## src/cfsa_map.svh

```systemverilog
/*
 offsets, field positions and reset values of the slice.
 assumes inclusion by bare name.
*/
`ifndef CFSA_MAP_SVH
`define CFSA_MAP_SVH

// =============================================
// register offsets
`define CFSA_OFS_PCFG 8'hF8
`define CFSA_OFS_FLAGS 8'hFC
`define CFSA_OFS_GROUP 8'hFD
`define CFSA_OFS_SP_HI 8'hFE
`define CFSA_OFS_SP_LO 8'hFF

// =============================================
// field positions
`define CFSA_PCFG_STK_BIT 2
`define CFSA_WRK_PREFIX 4'hE
`define CFSA_GROUP_RD_MASK 8'hF0

// =============================================
// reset values
`define CFSA_RST_FLAGS 8'h00
`define CFSA_RST_GROUP 8'h00
`define CFSA_RST_SP 8'h00
`define CFSA_RST_PCFG 8'h00

`endif

```

## src/cfsa_pkg.sv

```systemverilog
/*
 types of the slice.
 assumes nothing.
*/
package cfsa_pkg;

	// =============================================
	// flag layout, bit 7 first
	typedef struct packed {
		logic c;
		logic z;
		logic s;
		logic v;
		logic d;
		logic h;
		logic userBitTwo;
		logic userBitOne;
	} cfsa_flags_t;

	typedef enum logic [4:0] {
		ALU_ADD, ALU_ADC, ALU_SUB, ALU_SBC, ALU_CP,
		ALU_AND, ALU_OR, ALU_XOR, ALU_TM, ALU_COM,
		ALU_INC, ALU_DEC,
		ALU_ROL, ALU_ROLC, ALU_ROR, ALU_RORC, ALU_SRA,
		ALU_SCF, ALU_RCF, ALU_CCF
	} cfsa_alu_op_t;

	typedef enum logic [2:0] {
		MODE_REG, MODE_POINTER, MODE_INDEX,
		MODE_ABSOLUTE, MODE_PCOFFSET, MODE_INLINE
	} cfsa_mode_t;

	typedef enum logic [1:0] {
		SPACE_REGFILE, SPACE_PROGRAM, SPACE_DATA
	} cfsa_space_t;

	typedef enum logic [2:0] {
		STK_PUSH, STK_POP, STK_CALL, STK_RET, STK_INT, STK_INTRET
	} cfsa_stk_op_t;

endpackage

```

## src/cfsa_core.sv

```systemverilog
/*
 cpu slice: stack sequencing, operand addresses,
 status flags and branch conditions.
 assumes the register file and memories answer a read in the same cycle
 as the read strobe, and that the decoder drives one request at a time.
*/
// Behaviour
// - push pre-decrements the stack address, pop post-increments it.
// - call pushes the program counter, return pops it back.
// - interrupt entry pushes counter and flags; interrupt return restores both.
// - internal stack addresses by low pointer byte only; high byte untouched.
// - register mode yields the selected register or pair contents as operand.
// - pointer mode uses register contents as the operand address.
// - program and data memory pointers come from a register pair.
// - index mode adds a working register to the given register address.
// - absolute mode gives the full inline address from the instruction for far branch and call.
// - offset mode adds a signed byte to the next instruction address.
// - inline mode takes the operand from the instruction in program space.
// - six hardware flags; carry, zero, sign, overflow are branch testable.
// - two user bits change only by explicit writes or interrupt return, never in conditions.
// - carry follows carry out of or borrow into bit seven.
// - rotates and shifts leave the last bit out in carry; set/clear/invert.
// - zero flag set when the result is zero.
// - sign flag takes the result's top bit.
// - overflow on signed range excess; logic operations clear it.
// - decimal-adjust flag set by subtraction, cleared by addition.
// - half-carry follows carry out of or borrow into the low nibble.
// - upper opcode nibble selects one of sixteen flag conditions.
// - working register number joins the group base's upper nibble.
// - port configuration bit chooses internal or external stack.
`include "cfsa_map.svh"
`timescale 1ns/1ps
`default_nettype none

module cfsa_core
	import cfsa_pkg::*;
(
	// clock and reset
	input wire logic clk_sys,
	input wire logic reset,
	// control register port
	input wire logic regWrEn,
	input wire logic [7:0] regAddr,
	input wire logic [7:0] regWrData,
	output logic [7:0] regRdData,
	// alu request
	input wire logic aluGo,
	input wire cfsa_alu_op_t aluOp,
	input wire logic [7:0] aluA,
	input wire logic [7:0] aluB,
	output logic [7:0] aluResult,
	output logic aluDone,
	// branch condition
	input wire logic [7:0] opcodeByte,
	output logic condTrue,
	output cfsa_flags_t flagsView,
	// address generation
	input wire logic agGo,
	input wire cfsa_mode_t agMode,
	input wire cfsa_space_t agSpace,
	input wire logic agWide,
	input wire logic [7:0] agRegField,
	input wire logic [3:0] agIdxField,
	input wire logic [7:0] agRegVal,
	input wire logic [15:0] agPairVal,
	input wire logic [7:0] agIdxVal,
	input wire logic [15:0] agInline,
	input wire logic [15:0] agNextPc,
	output logic [7:0] agRegAddr,
	output logic [15:0] agAddr,
	output logic [15:0] agOperand,
	output cfsa_space_t agSpaceOut,
	output logic agAddrValid,
	output logic agOperandValid,
	output logic agDone,
	// stack request
	input wire logic stkGo,
	input wire cfsa_stk_op_t stkOp,
	input wire logic [7:0] stkData,
	input wire logic [15:0] pcIn,
	output logic stkBusy,
	output logic stkDone,
	output logic [7:0] popData,
	output logic [15:0] pcOut,
	output logic pcLoad,
	// stack memory access
	input wire logic [7:0] memRdData,
	output logic [15:0] memAddr,
	output logic memInternal,
	output logic memWr,
	output logic memRd,
	output logic [7:0] memWrData
);

	typedef enum logic [3:0] {
		ST_IDLE, ST_PUSH_D, ST_PUSH_PL, ST_PUSH_PH, ST_PUSH_F,
		ST_POP_D, ST_POP_F, ST_POP_PH, ST_POP_PL
	} cfsa_stk_st_t;

	cfsa_flags_t flags_r;
	cfsa_flags_t aluFlags;
	logic [7:0] groupBase_r;
	logic [7:0] spHi_r;
	logic [7:0] spLo_r;
	logic [7:0] portCfg_r;
	logic [7:0] aluRes;
	logic condW;
	cfsa_stk_st_t st_r;
	cfsa_stk_st_t st_nxt;
	cfsa_stk_op_t op_r;
	cfsa_stk_st_t cap_r;
	logic stkInt_r;
	logic [7:0] data_r;
	logic [15:0] pcSave_r;
	logic [15:0] sp;
	logic [15:0] sp_nxt;
	logic [15:0] acc_nxt;
	logic isPush;
	logic useInt;

	// =============================================
	// helpers
	function automatic logic [7:0] wrkAddr(input logic [7:0] field, input logic [7:0] grp);
		if (field[7:4] == `CFSA_WRK_PREFIX)
			wrkAddr = {grp[7:4], field[3:0]};
		else
			wrkAddr = field;
	endfunction

	cfsa_flag_unit u_flags (
		.op(aluOp),
		.opA(aluA),
		.opB(aluB),
		.flagsIn(flags_r),
		.condSel(opcodeByte[7:4]),
		.result(aluRes),
		.flagsOut(aluFlags),
		.condTrue(condW)
	);

	// =============================================
	// status flags by priority
	always_ff @(posedge clk_sys or posedge reset)
	begin
		if (reset)
			flags_r <= `CFSA_RST_FLAGS;
		else if (cap_r == ST_POP_F)
			flags_r <= memRdData;
		else if (aluGo)
			flags_r <= aluFlags;
		else if (regWrEn && regAddr == `CFSA_OFS_FLAGS)
			flags_r <= regWrData;
	end

	// =============================================
	// alu and condition outputs
	always_ff @(posedge clk_sys or posedge reset)
	begin
		if (reset)
		begin
			aluResult <= 8'h00;
			aluDone <= 1'b0;
			condTrue <= 1'b0;
			flagsView <= `CFSA_RST_FLAGS;
		end
		else
		begin
			aluDone <= aluGo;
			if (aluGo)
				aluResult <= aluRes;
			condTrue <= condW;
			flagsView <= flags_r;
		end
	end

	// =============================================
	// group base and port configuration
	always_ff @(posedge clk_sys or posedge reset)
	begin
		if (reset)
		begin
			groupBase_r <= `CFSA_RST_GROUP;
			portCfg_r <= `CFSA_RST_PCFG;
		end
		else if (regWrEn)
		begin
			if (regAddr == `CFSA_OFS_GROUP)
				groupBase_r <= regWrData;
			if (regAddr == `CFSA_OFS_PCFG)
				portCfg_r <= regWrData;
		end
	end

	// =============================================
	// register read port
	always_ff @(posedge clk_sys or posedge reset)
	begin
		if (reset)
			regRdData <= 8'h00;
		else
		begin
			case (regAddr)
				`CFSA_OFS_FLAGS: regRdData <= flags_r;
				`CFSA_OFS_GROUP: regRdData <= groupBase_r & `CFSA_GROUP_RD_MASK;
				`CFSA_OFS_SP_HI: regRdData <= spHi_r;
				`CFSA_OFS_SP_LO: regRdData <= spLo_r;
				`CFSA_OFS_PCFG: regRdData <= portCfg_r;
				default: regRdData <= 8'h00;
			endcase
		end
	end

	// =============================================
	// operand address generation
	always_ff @(posedge clk_sys or posedge reset)
	begin
		if (reset)
		begin
			agRegAddr <= 8'h00;
			agAddr <= 16'h0000;
			agOperand <= 16'h0000;
			agSpaceOut <= SPACE_REGFILE;
			agAddrValid <= 1'b0;
			agOperandValid <= 1'b0;
			agDone <= 1'b0;
		end
		else
		begin
			agDone <= agGo;
			if (agGo)
			begin
				agRegAddr <= wrkAddr(agRegField, groupBase_r);
				agAddrValid <= 1'b1;
				agOperandValid <= 1'b0;
				agSpaceOut <= SPACE_PROGRAM;
				case (agMode)
					MODE_REG:
					begin
						agOperand <= agWide ? agPairVal : {8'h00, agRegVal};
						agOperandValid <= 1'b1;
						agAddrValid <= 1'b0;
						agSpaceOut <= SPACE_REGFILE;
					end
					MODE_POINTER:
					begin
						agSpaceOut <= agSpace;
						if (agSpace == SPACE_REGFILE)
							agAddr <= {8'h00, agRegVal};
						else
							agAddr <= agPairVal;
					end
					MODE_INDEX:
					begin
						agRegAddr <= wrkAddr({`CFSA_WRK_PREFIX, agIdxField}, groupBase_r);
						agAddr <= {8'h00, agRegField + agIdxVal};
						agSpaceOut <= SPACE_REGFILE;
					end
					MODE_ABSOLUTE: agAddr <= agInline;
					MODE_PCOFFSET: agAddr <= agNextPc + {{8{agInline[7]}}, agInline[7:0]};
					MODE_INLINE:
					begin
						agOperand <= {8'h00, agInline[7:0]};
						agOperandValid <= 1'b1;
						agAddrValid <= 1'b0;
					end
					default: agAddrValid <= 1'b0;
				endcase
			end
		end
	end

	// =============================================
	// stack sequencing
	always_comb
	begin
		st_nxt = st_r;
		case (st_r)
			ST_IDLE:
			begin
				if (stkGo)
				begin
					case (stkOp)
						STK_PUSH: st_nxt = ST_PUSH_D;
						STK_POP: st_nxt = ST_POP_D;
						STK_CALL, STK_INT: st_nxt = ST_PUSH_PL;
						STK_RET: st_nxt = ST_POP_PH;
						default: st_nxt = ST_POP_F;
					endcase
				end
			end
			ST_PUSH_PL: st_nxt = ST_PUSH_PH;
			ST_PUSH_PH: st_nxt = (op_r == STK_INT) ? ST_PUSH_F : ST_IDLE;
			ST_POP_F: st_nxt = ST_POP_PH;
			ST_POP_PH: st_nxt = ST_POP_PL;
			default: st_nxt = ST_IDLE;
		endcase
	end

	always_comb
	begin
		useInt = (st_r == ST_IDLE) ? portCfg_r[`CFSA_PCFG_STK_BIT] : stkInt_r;
		sp = useInt ? {8'h00, spLo_r} : {spHi_r, spLo_r};
		isPush = (st_nxt == ST_PUSH_D) || (st_nxt == ST_PUSH_PL) ||
			(st_nxt == ST_PUSH_PH) || (st_nxt == ST_PUSH_F);
		sp_nxt = isPush ? sp - 16'h0001 : sp + 16'h0001;
		acc_nxt = isPush ? sp_nxt : sp;
	end

	always_ff @(posedge clk_sys or posedge reset)
	begin
		if (reset)
		begin
			st_r <= ST_IDLE;
			op_r <= STK_PUSH;
			stkInt_r <= 1'b0;
			data_r <= 8'h00;
			pcSave_r <= 16'h0000;
		end
		else
		begin
			st_r <= st_nxt;
			if (st_r == ST_IDLE && stkGo)
			begin
				op_r <= stkOp;
				stkInt_r <= portCfg_r[`CFSA_PCFG_STK_BIT];
				data_r <= stkData;
				pcSave_r <= pcIn;
			end
		end
	end

	// stack pointer, hardware first
	always_ff @(posedge clk_sys or posedge reset)
	begin
		if (reset)
		begin
			spHi_r <= `CFSA_RST_SP;
			spLo_r <= `CFSA_RST_SP;
		end
		else if (st_nxt != ST_IDLE)
		begin
			spLo_r <= sp_nxt[7:0];
			if (!useInt)
				spHi_r <= sp_nxt[15:8];
		end
		else if (regWrEn)
		begin
			if (regAddr == `CFSA_OFS_SP_HI)
				spHi_r <= regWrData;
			if (regAddr == `CFSA_OFS_SP_LO)
				spLo_r <= regWrData;
		end
	end

	// memory strobes
	always_ff @(posedge clk_sys or posedge reset)
	begin
		if (reset)
		begin
			memAddr <= 16'h0000;
			memInternal <= 1'b0;
			memWr <= 1'b0;
			memRd <= 1'b0;
			memWrData <= 8'h00;
			cap_r <= ST_IDLE;
		end
		else
		begin
			memWr <= isPush;
			memRd <= (st_nxt != ST_IDLE) && !isPush;
			cap_r <= isPush ? ST_IDLE : st_nxt;
			if (st_nxt != ST_IDLE)
			begin
				memAddr <= acc_nxt;
				memInternal <= useInt;
			end
			case (st_nxt)
				ST_PUSH_D: memWrData <= (st_r == ST_IDLE) ? stkData : data_r;
				ST_PUSH_PL: memWrData <= (st_r == ST_IDLE) ? pcIn[7:0] : pcSave_r[7:0];
				ST_PUSH_PH: memWrData <= pcSave_r[15:8];
				ST_PUSH_F: memWrData <= flags_r;
				default: memWrData <= memWrData;
			endcase
		end
	end

	// read capture, busy and completion
	always_ff @(posedge clk_sys or posedge reset)
	begin
		if (reset)
		begin
			popData <= 8'h00;
			pcOut <= 16'h0000;
			pcLoad <= 1'b0;
			stkBusy <= 1'b0;
			stkDone <= 1'b0;
		end
		else
		begin
			if (cap_r == ST_POP_D)
				popData <= memRdData;
			if (cap_r == ST_POP_PH)
				pcOut[15:8] <= memRdData;
			if (cap_r == ST_POP_PL)
				pcOut[7:0] <= memRdData;
			stkBusy <= st_nxt != ST_IDLE;
			stkDone <= (st_r != ST_IDLE) && (st_nxt == ST_IDLE);
			pcLoad <= (st_r == ST_POP_PL);
		end
	end

endmodule

`default_nettype wire

```

## src/cfsa_flag_unit.sv

```systemverilog
/*
 alu result, status flags and branch condition.
 assumes combinational use by the core.
*/
`timescale 1ns/1ps
`default_nettype none

module cfsa_flag_unit
	import cfsa_pkg::*;
(
	// operation
	input wire cfsa_alu_op_t op,
	input wire logic [7:0] opA,
	input wire logic [7:0] opB,
	input wire cfsa_flags_t flagsIn,
	input wire logic [3:0] condSel,
	// results
	output logic [7:0] result,
	output cfsa_flags_t flagsOut,
	output logic condTrue
);

	logic [8:0] wide;
	logic [4:0] half;
	logic cin;
	logic setZs;
	logic base;

	// =============================================
	// result and flags
	always_comb
	begin
		wide = 9'h000;
		half = 5'h00;
		result = opA;
		flagsOut = flagsIn;
		setZs = 1'b1;
		cin = 1'b0;
		case (op)
			ALU_ADD, ALU_ADC:
			begin
				cin = (op == ALU_ADC) ? flagsIn.c : 1'b0;
				wide = {1'b0, opA} + {1'b0, opB} + {8'h00, cin};
				half = {1'b0, opA[3:0]} + {1'b0, opB[3:0]} + {4'h0, cin};
				result = wide[7:0];
				flagsOut.c = wide[8];
				flagsOut.h = half[4];
				flagsOut.d = 1'b0;
				flagsOut.v = (opA[7] == opB[7]) && (result[7] != opA[7]);
			end
			ALU_SUB, ALU_SBC, ALU_CP:
			begin
				cin = (op == ALU_SBC) ? flagsIn.c : 1'b0;
				wide = {1'b0, opA} - {1'b0, opB} - {8'h00, cin};
				half = {1'b0, opA[3:0]} - {1'b0, opB[3:0]} - {4'h0, cin};
				result = wide[7:0];
				flagsOut.c = wide[8];
				flagsOut.v = (opA[7] != opB[7]) && (result[7] != opA[7]);
				if (op != ALU_CP)
				begin
					flagsOut.h = half[4];
					flagsOut.d = 1'b1;
				end
			end
			ALU_AND, ALU_OR, ALU_XOR, ALU_TM, ALU_COM:
			begin
				case (op)
					ALU_OR: result = opA | opB;
					ALU_XOR: result = opA ^ opB;
					ALU_COM: result = ~opA;
					default: result = opA & opB;
				endcase
				flagsOut.v = 1'b0;
			end
			ALU_INC, ALU_DEC:
			begin
				result = (op == ALU_INC) ? opA + 8'h01 : opA - 8'h01;
				flagsOut.v = (result[7] != opA[7]) && (result[7] == (op == ALU_INC));
			end
			ALU_ROL, ALU_ROLC, ALU_ROR, ALU_RORC, ALU_SRA:
			begin
				case (op)
					ALU_ROL: result = {opA[6:0], opA[7]};
					ALU_ROLC: result = {opA[6:0], flagsIn.c};
					ALU_ROR: result = {opA[0], opA[7:1]};
					ALU_RORC: result = {flagsIn.c, opA[7:1]};
					default: result = {opA[7], opA[7:1]};
				endcase
				flagsOut.c = (op == ALU_ROL || op == ALU_ROLC) ? opA[7] : opA[0];
				flagsOut.v = result[7] ^ opA[7];
			end
			ALU_SCF:
			begin
				flagsOut.c = 1'b1;
				setZs = 1'b0;
			end
			ALU_RCF:
			begin
				flagsOut.c = 1'b0;
				setZs = 1'b0;
			end
			ALU_CCF:
			begin
				flagsOut.c = ~flagsIn.c;
				setZs = 1'b0;
			end
			default: setZs = 1'b0;
		endcase
		if (setZs)
		begin
			flagsOut.z = (result == 8'h00);
			flagsOut.s = result[7];
		end
		// user bits pass
		flagsOut.userBitOne = flagsIn.userBitOne;
		flagsOut.userBitTwo = flagsIn.userBitTwo;
	end

	// =============================================
	// branch condition: low three bits pick, top bit inverts
	always_comb
	begin
		case (condSel[2:0])
			3'h0: base = 1'b0;
			3'h1: base = flagsIn.s ^ flagsIn.v;
			3'h2: base = flagsIn.z | (flagsIn.s ^ flagsIn.v);
			3'h3: base = flagsIn.c | flagsIn.z;
			3'h4: base = flagsIn.v;
			3'h5: base = flagsIn.s;
			3'h6: base = flagsIn.z;
			default: base = flagsIn.c;
		endcase
		condTrue = base ^ condSel[3];
	end

endmodule

`default_nettype wire

```

## config.mk

```make
export PLATFORM = sky130hd
export DESIGN_NAME = cfsa_core
export DESIGN_NICKNAME = d
export VERILOG_FILES = /design/src/cfsa_pkg.sv /design/src/cfsa_core.sv /design/src/cfsa_flag_unit.sv
export VERILOG_INCLUDE_DIRS = /design/src
export SDC_FILE = /design/constraint.sdc
export NUM_CORES = 1
export LEC_CHECK = 0
export ABC_AREA = 1
export BUFFER_PORTS_ARGS = -buffer_cell sky130_fd_sc_hd__buf_2
export CELL_PAD_IN_SITES_DETAIL_PLACEMENT = 1
export CELL_PAD_IN_SITES_GLOBAL_PLACEMENT = 2
export CORE_AREA = 2 2 213 215
export CTS_CLUSTER_DIAMETER = 60
export DETAILED_ROUTE_END_ITERATION = 6
export DIE_AREA = 0 0 215 217
export PLACE_DENSITY = 0.79
export SKIP_LAST_GASP = 1
export SYNTH_ARGS = -nofsm -noshare
export SYNTH_HDL_FRONTEND = slang
export SYNTH_HIERARCHICAL = 1
export SYNTH_SLANG_ARGS = --single-unit
```

## constraint.sdc

```tcl
create_clock -name clk_sys -period 7.8 [get_ports clk_sys]
set_input_delay 0.39 -clock clk_sys [delete_from_list [all_inputs] [get_ports clk_sys]]
set_output_delay 0.39 -clock clk_sys [all_outputs]
set_load 0.01 [all_outputs]
```

# Word level (Yosys, flattened, before mapping)
# Cells that the tools add are included.
# Widths: inputs -> output; s select.
[totals] ff_bits=201 in_bits=168 output_inout_bits=125 word_cells=238
[classes] add_sub_neg=14 eq_ne=68 mux=47 bitwise=10 reduce_logical=51
[ops] op="$mux 8" count=16
[ops] op="$mux 16" count=5
[ops] op="$pmux 8 s5" count=2
[ops] op="$pmux 16 s4" count=1
[ops] op="$pmux 8 s4" count=2
[ops] op="$eq 5x4->1 const B" count=8
[ops] op="$eq 8x8->1 const B" count=5
[ops] op="$pmux 16 s2" count=1
[ops] op="$eq 4x3->1 const B" count=6
[ops] op="$pmux 8 s3" count=1
[ops] op="$eq 3x3->1 const B" count=7
[ops] op="$eq 5x3->1 const B" count=4
[ops] op="$eq 5x5->1 const B" count=4
[ops] op="$pmux 4 s5" count=1
[ops] op="$eq 3x2->1 const B" count=6
[ops] op="$reduce_and 2->1" count=9
[ops] op="$reduce_or 17->1" count=1
[ops] op="$add 16x1->16 const B" count=1
[ops] op="$add 16x16->16" count=1
[ops] op="$eq 4x2->1 const B" count=4
[ops] op="$reduce_bool 4->1" count=4
[ops] op="$sub 16x1->16 const B" count=1
[ops] op="$eq 4x4->1 const B" count=3
[ops] op="$pmux 3 s4" count=1
[ops] op="55 further kinds" count=96

# Logic depth before layout (Yosys ltp)
[depth] depth_word=12 mapped_depth=25 mapped_depth_nobuf=24

# Hierarchy
# The synthesis kept the hierarchy.
[by_module_without_submodules] mod="cfsa_core" instances=1 cells_per_inst=1380 area_per_inst_um2=10899.2 seq_area_each_um2=4929.7
[by_module_without_submodules] mod="cfsa_flag_unit" instances=1 cells_per_inst=513 area_per_inst_um2=2755.1 seq_area_each_um2=0.0

# Worst setup path after synthesis
# No wires, ideal clock.
[synth_timing] path_type="input-to-reg" startpoint="input aluOp[0]" endpoint="register flags_r[6] (netlist name)" setup_time_ns=0.077 t_arrival_ns=3.249 required_time_ns=7.723 slack_ns=4.473 stages=20 n_path_buf=1 cell_sequence="buf_2 > nand2_1 > nor2_1 > nand3_1 > fa_1 > fa_1 > nor2_1 > o21ai_0 > or2_2 > nand3_1 > nand3_1 > nor2_1 > nand3_1 > nor2_1 > nand3_1 > nand2_1 > nand2_1 > o211ai_1 > o21ai_0 > a21oi_1"
[synth_lines] item="start, declared" line="cfsa_core.sv:48" source="input wire cfsa_alu_op_t aluOp,"
[synth_lines] item="end signal, assigned" line="cfsa_core.sv:146" source="flags_r <= `CFSA_RST_FLAGS;"
[synth_lines] item="end signal, assigned" line="cfsa_core.sv:148" source="flags_r <= memRdData;"
[synth_lines] item="end signal, assigned" line="cfsa_core.sv:150" source="flags_r <= aluFlags;"
[synth_lines] item="end, declared" line="cfsa_core.sv:100" source="cfsa_flags_t flags_r;"

# Final worst setup path
[layout_timing] startpoint="register st_r[2]" endpoint="register memAddr[8]"
[layout_between] elab_chain_cells=8 elab_cells_between_ends=21 cone_classes="2 x add/sub; 8 x eq/ne; 6 x mux; 5 x reduce/logical"
[layout_lines] item="start, declared" line="cfsa_core.sv:108" source="cfsa_stk_st_t st_r;"
[layout_lines] item="start signal, assigned" line="cfsa_core.sv:321" source="st_r <= st_nxt;"
[layout_lines] item="branches (longest 8 deep; another with $add 16x1->16)"
[layout_lines] item="end signal, assigned" line="cfsa_core.sv:374" source="memAddr <= acc_nxt;"
[layout_lines] item="end, declared" line="cfsa_core.sv:88" source="output logic [15:0] memAddr,"
# Parallel ways; which one is timed is not known.
# A chain may end at the register's enable or synchronous reset.

==> reports/qor.txt <==
critical path required time: 8230 ps
DIE AREA: 46,700 um^2
mapped cell area: 13,700 um^2
cell taking the most area after synthesis: dfrtp_1
CP arrival: 4720 ps
Port Buffer Count: 288
post-synthesis sequential area ratio: 36.1%
number of standard-cell rows in the floorplan: 78
number of nets in the final layout: 2,402
DIE HEIGHT: 217 um
net switching power of the design: 2770 uW
Leak Pwr: 0.00845 uW
startpoint of the most critical setup path: st_r[2]$_DFF_PP0_
Slew headroom: 18.2%
CTS Buffer Depth: 2
destination of the worst register-to-register timing path: memAddr[8]$_DFFE_PP0N_
boundary pin count: 293
clock network latency to the later pin of the worst-skew pair: 510 ps
width of the die: 215 um
Routed Antenna Nets: 0
Critical-path top delay cell: nand2_2
number of nets produced by synthesis: 2,142
cell-internal power: 2840 uW
share of post-route cells with drive strength above 1: 19.0%
final worst path period need: 4280 ps
Max H-tree Level: 4
WS Path Type: flip-flop to flip-flop
placer's final routability congestion estimate: 0.860
HPWL after detailed placement: 40.7 mm
startpoint of the worst-slack reg-to-reg timing path: st_r[2]$_DFF_PP0_
overall via count from detail_route: 13,700
Finish-stage setup viols: 0
initial core utilization: 30.5%
global router's overall resource usage: 22.2%
initial antenna violation count: 2
CTS hold repair buffers: 0
count of flip-flops with a built-in enable after synthesis: 0
critical path launch point type: flip-flop
final cycle utilization of the critical path: 54.9%
RSZ-0062 raised after global routing: no
relative contribution of sequential cells to total power: 28.5%
wire length of the first global-routing pass: 80.0 mm
timing-limited maximum frequency: 233 MHz
clock tree root buffer cell: clkbuf_16
maximum fanout count along the critical path: 44
async set-reset flop share out of synthesis: 100%
Setup Buffers After CTS: 0
class of the most critical hold timing path: primary input to async pin
TritonCTS clock tree: built
final critical-path setup slack: 3520 ps
crit path cell chain: nor2_2, nand2_4, inv_4, nand2_2, nand3_2, nand3_1, nand2_2, inv_2, fa_1, inv_1, nand2_1, o21ai_0, nand2_1, nand2_1, xor2_1, nand2_1, nand2_1, o21ai_0, nand2_1
Placement Cell Area: 15,600 um^2
maximum single-stage delay on the critical path: 720 ps
family with the most delay on the worst path: simple AND/OR/NAND/NOR gates
power share of the combinational group: 55.4%
total DRC errors in the routed layout: 0
max-cap viol count: 0
max-slew violation count: 0
Final TNS setup: 0 ps
layout filler cell count: 5,708
Top cell by count, worst path: nand2_1
average detailed-routed wire length per instance: 18.7 um
clock transition time at the flip-flop clock pins of the worst setup and hold paths: 80 ps
vias in the first global route: 14,000
leading post-synthesis cells by instance count: nand2_1, inv_1, dfrtp_1, o21ai_0, nor2_1
final hold viol count: 0
power share of the clock group: 16.1%
buffers and inverters on the worst path: 3
#FFs+latches synth: 197
Distinct cells, synth: 60
Switching Share: 49.5%
dominant cell by count in the synthesized netlist: nand2_1
worst-margin pin slew: 1220 ps
Multi-input gate area: 7490 um^2
path length in cells of the critical path: 19
Post-Syn Area per Cell: 7.21 um^2
Synth Warn #: 6
vias per cell: 4.96
most common flop cell mapped by yosys: dfrtp_1
IR drop worst, VDD: 0.196 mV
Sequential Area: 4930 um^2
result of the run: finished, final reports clean
Worst Skew: 17.7 ps
area share of the leading cell type in the synthesized netlist: 36.1%
element type at the critical path end: flip-flop
overall routed net length: 51.6 mm
initial DRC count: 722
Area growth syn-to-layout: 18.2%
total congestion overflow after global routing: 0
number of buffers inserted during clock tree synthesis: 17
power density normalized to cell area: 348 nW/um^2
TritonCTS Sinks: 197
setup slack on the worst flop-to-flop path: 3520 ps
Worst Reg-to-Reg Cells: 19
number of detailed-route iterations in the first pass: 4
Core Region: 44,700 um^2
top area cells in the synthesized netlist: dfrtp_1, nand2_1, ha_1
maximum number of pins on one net before global-route repair: 130
worst-case setup slack after placement: 3440 ps
post-route cell area: 16,100 um^2
Resized cells post-CTS: 0
number of cells produced by synthesis: 1,893
==> placed cells by master (no fill, tap or decap), types with 4 or more instances in the layout <==
cell type / count
nand2_1: 562
buf_2: 288
inv_1: 220
dfrtp_1: 197
o21ai_0: 173
nor2_1: 136
nand3_1: 126
a21oi_1: 95
ha_1: 73
o211ai_1: 25
nand4_1: 21
o21ai_1: 20
inv_2: 19
mux2_2: 19
clkbuf_16: 17
nor3_1: 13
a31oi_1: 13
nand3b_1: 11
xor2_1: 10
o22ai_1: 10
nor2_4: 8
nand2_2: 8
fa_1: 8
nor2_2: 5
nand2_4: 5
or2_2: 5
inv_6: 5
buf_4: 5
o221ai_1: 4
o2111ai_1: 4
a22oi_1: 4
==> stage by stage <==
stage	utilization, %	total power, uW	cells	hold slack (ps)
after floorplan	-	3770	1893	375
after global placement	34.8	4640	2734	392
after detailed placement	34.8	4740	2734	395
after CTS	36.1	5680	2765	30.3
after global routing	36.1	6130	2765	51.0
final	36.1	5610	2766	57.9
==> worst reg2reg max path: stages, from the launching register on <==
cell     delay [ps]
dfrtp_1         430
nor2_2          250
nand2_4         260
inv_4           180
nand2_2          90
nand3_2          90
nand3_1         130
nand2_2         720
inv_2           410
fa_1            530
inv_1           120
nand2_1          80
o21ai_0         260
nand2_1          80
nand2_1          80
xor2_1          140
nand2_1          80
nand2_1          90
o21ai_0          90
nand2_1         100
==> power by group through the flow <==
stage / logic [uW] / registers, uW / clock network, uW
floorplan: 2120 / 1640 / 0
global placement: 3030 / 1610 / 0
detailed placement: 3120 / 1620 / 0
CTS: 3140 / 1600 / 937
global route: 3520 / 1640 / 974
finish: 3110 / 1600 / 905
==> logic make-up (layout without fill, tap and decap cells) <==
logic type | after synthesis | count (layout) | synth area share, %
buffers and inverters | 295 | 567 | 9.01
DFF | 197 | 197 | 36.1
and+or+nand+nor | 921 | 921 | 29.5
xor gates and xnor gates | 13 | 13 | 0.834
adders and majority gates | 81 | 81 | 7.86
AOI/OAI and AO/OA | 367 | 367 | 15.1
muxes | 19 | 19 | 1.57
other | 0 | 1 | 0
==> per-layer routing <==
| metal | global-route usage (%) | wire [um] |
|---|---|---|
| met1 | 28.4 | 23700 |
| met2 | 37.7 | 24700 |
| met3 | 4.71 | 2160 |
| met4 | 6.46 | 1020 |
| met5 | 0 | 22 |
==> registers in the layout (all words and copies together) (netlist names), 16 cells and up <==
signal,flops
pcSave_r,16
pcOut,16
memAddr,16
agAddr,16
agOperand,16
==> area by class of cell <==
| cell class | instances | share of cell area, % |
|---|---|---|
| multi-input combinational | 1401 | 46.4 |
| clock buffer | 17 | 2.63 |
| inverter | 243 | 5.71 |
| clock inverter | 14 | 0.876 |
| tap | 600 | 4.65 |
| antenna | 1 | 0.0155 |
| timing repair buffer | 293 | 9.16 |
| sequential | 197 | 30.5 |
==> worst max path at each step <==
stage / endpoint / slack, ps
after floorplan: agAddrValid$_DFFE_PP0P_ / 2040
after detailed placement: memAddr[8]$_DFFE_PP0N_ / 3440
after global placement: memAddr[8]$_DFFE_PP0N_ / 3580
after CTS: memAddr[8]$_DFFE_PP0N_ / 3390
after global routing: memAddr[8]$_DFFE_PP0N_ / 3040
final: memAddr[8]$_DFFE_PP0N_ / 3520
Power figures use the tool's default switching activity.
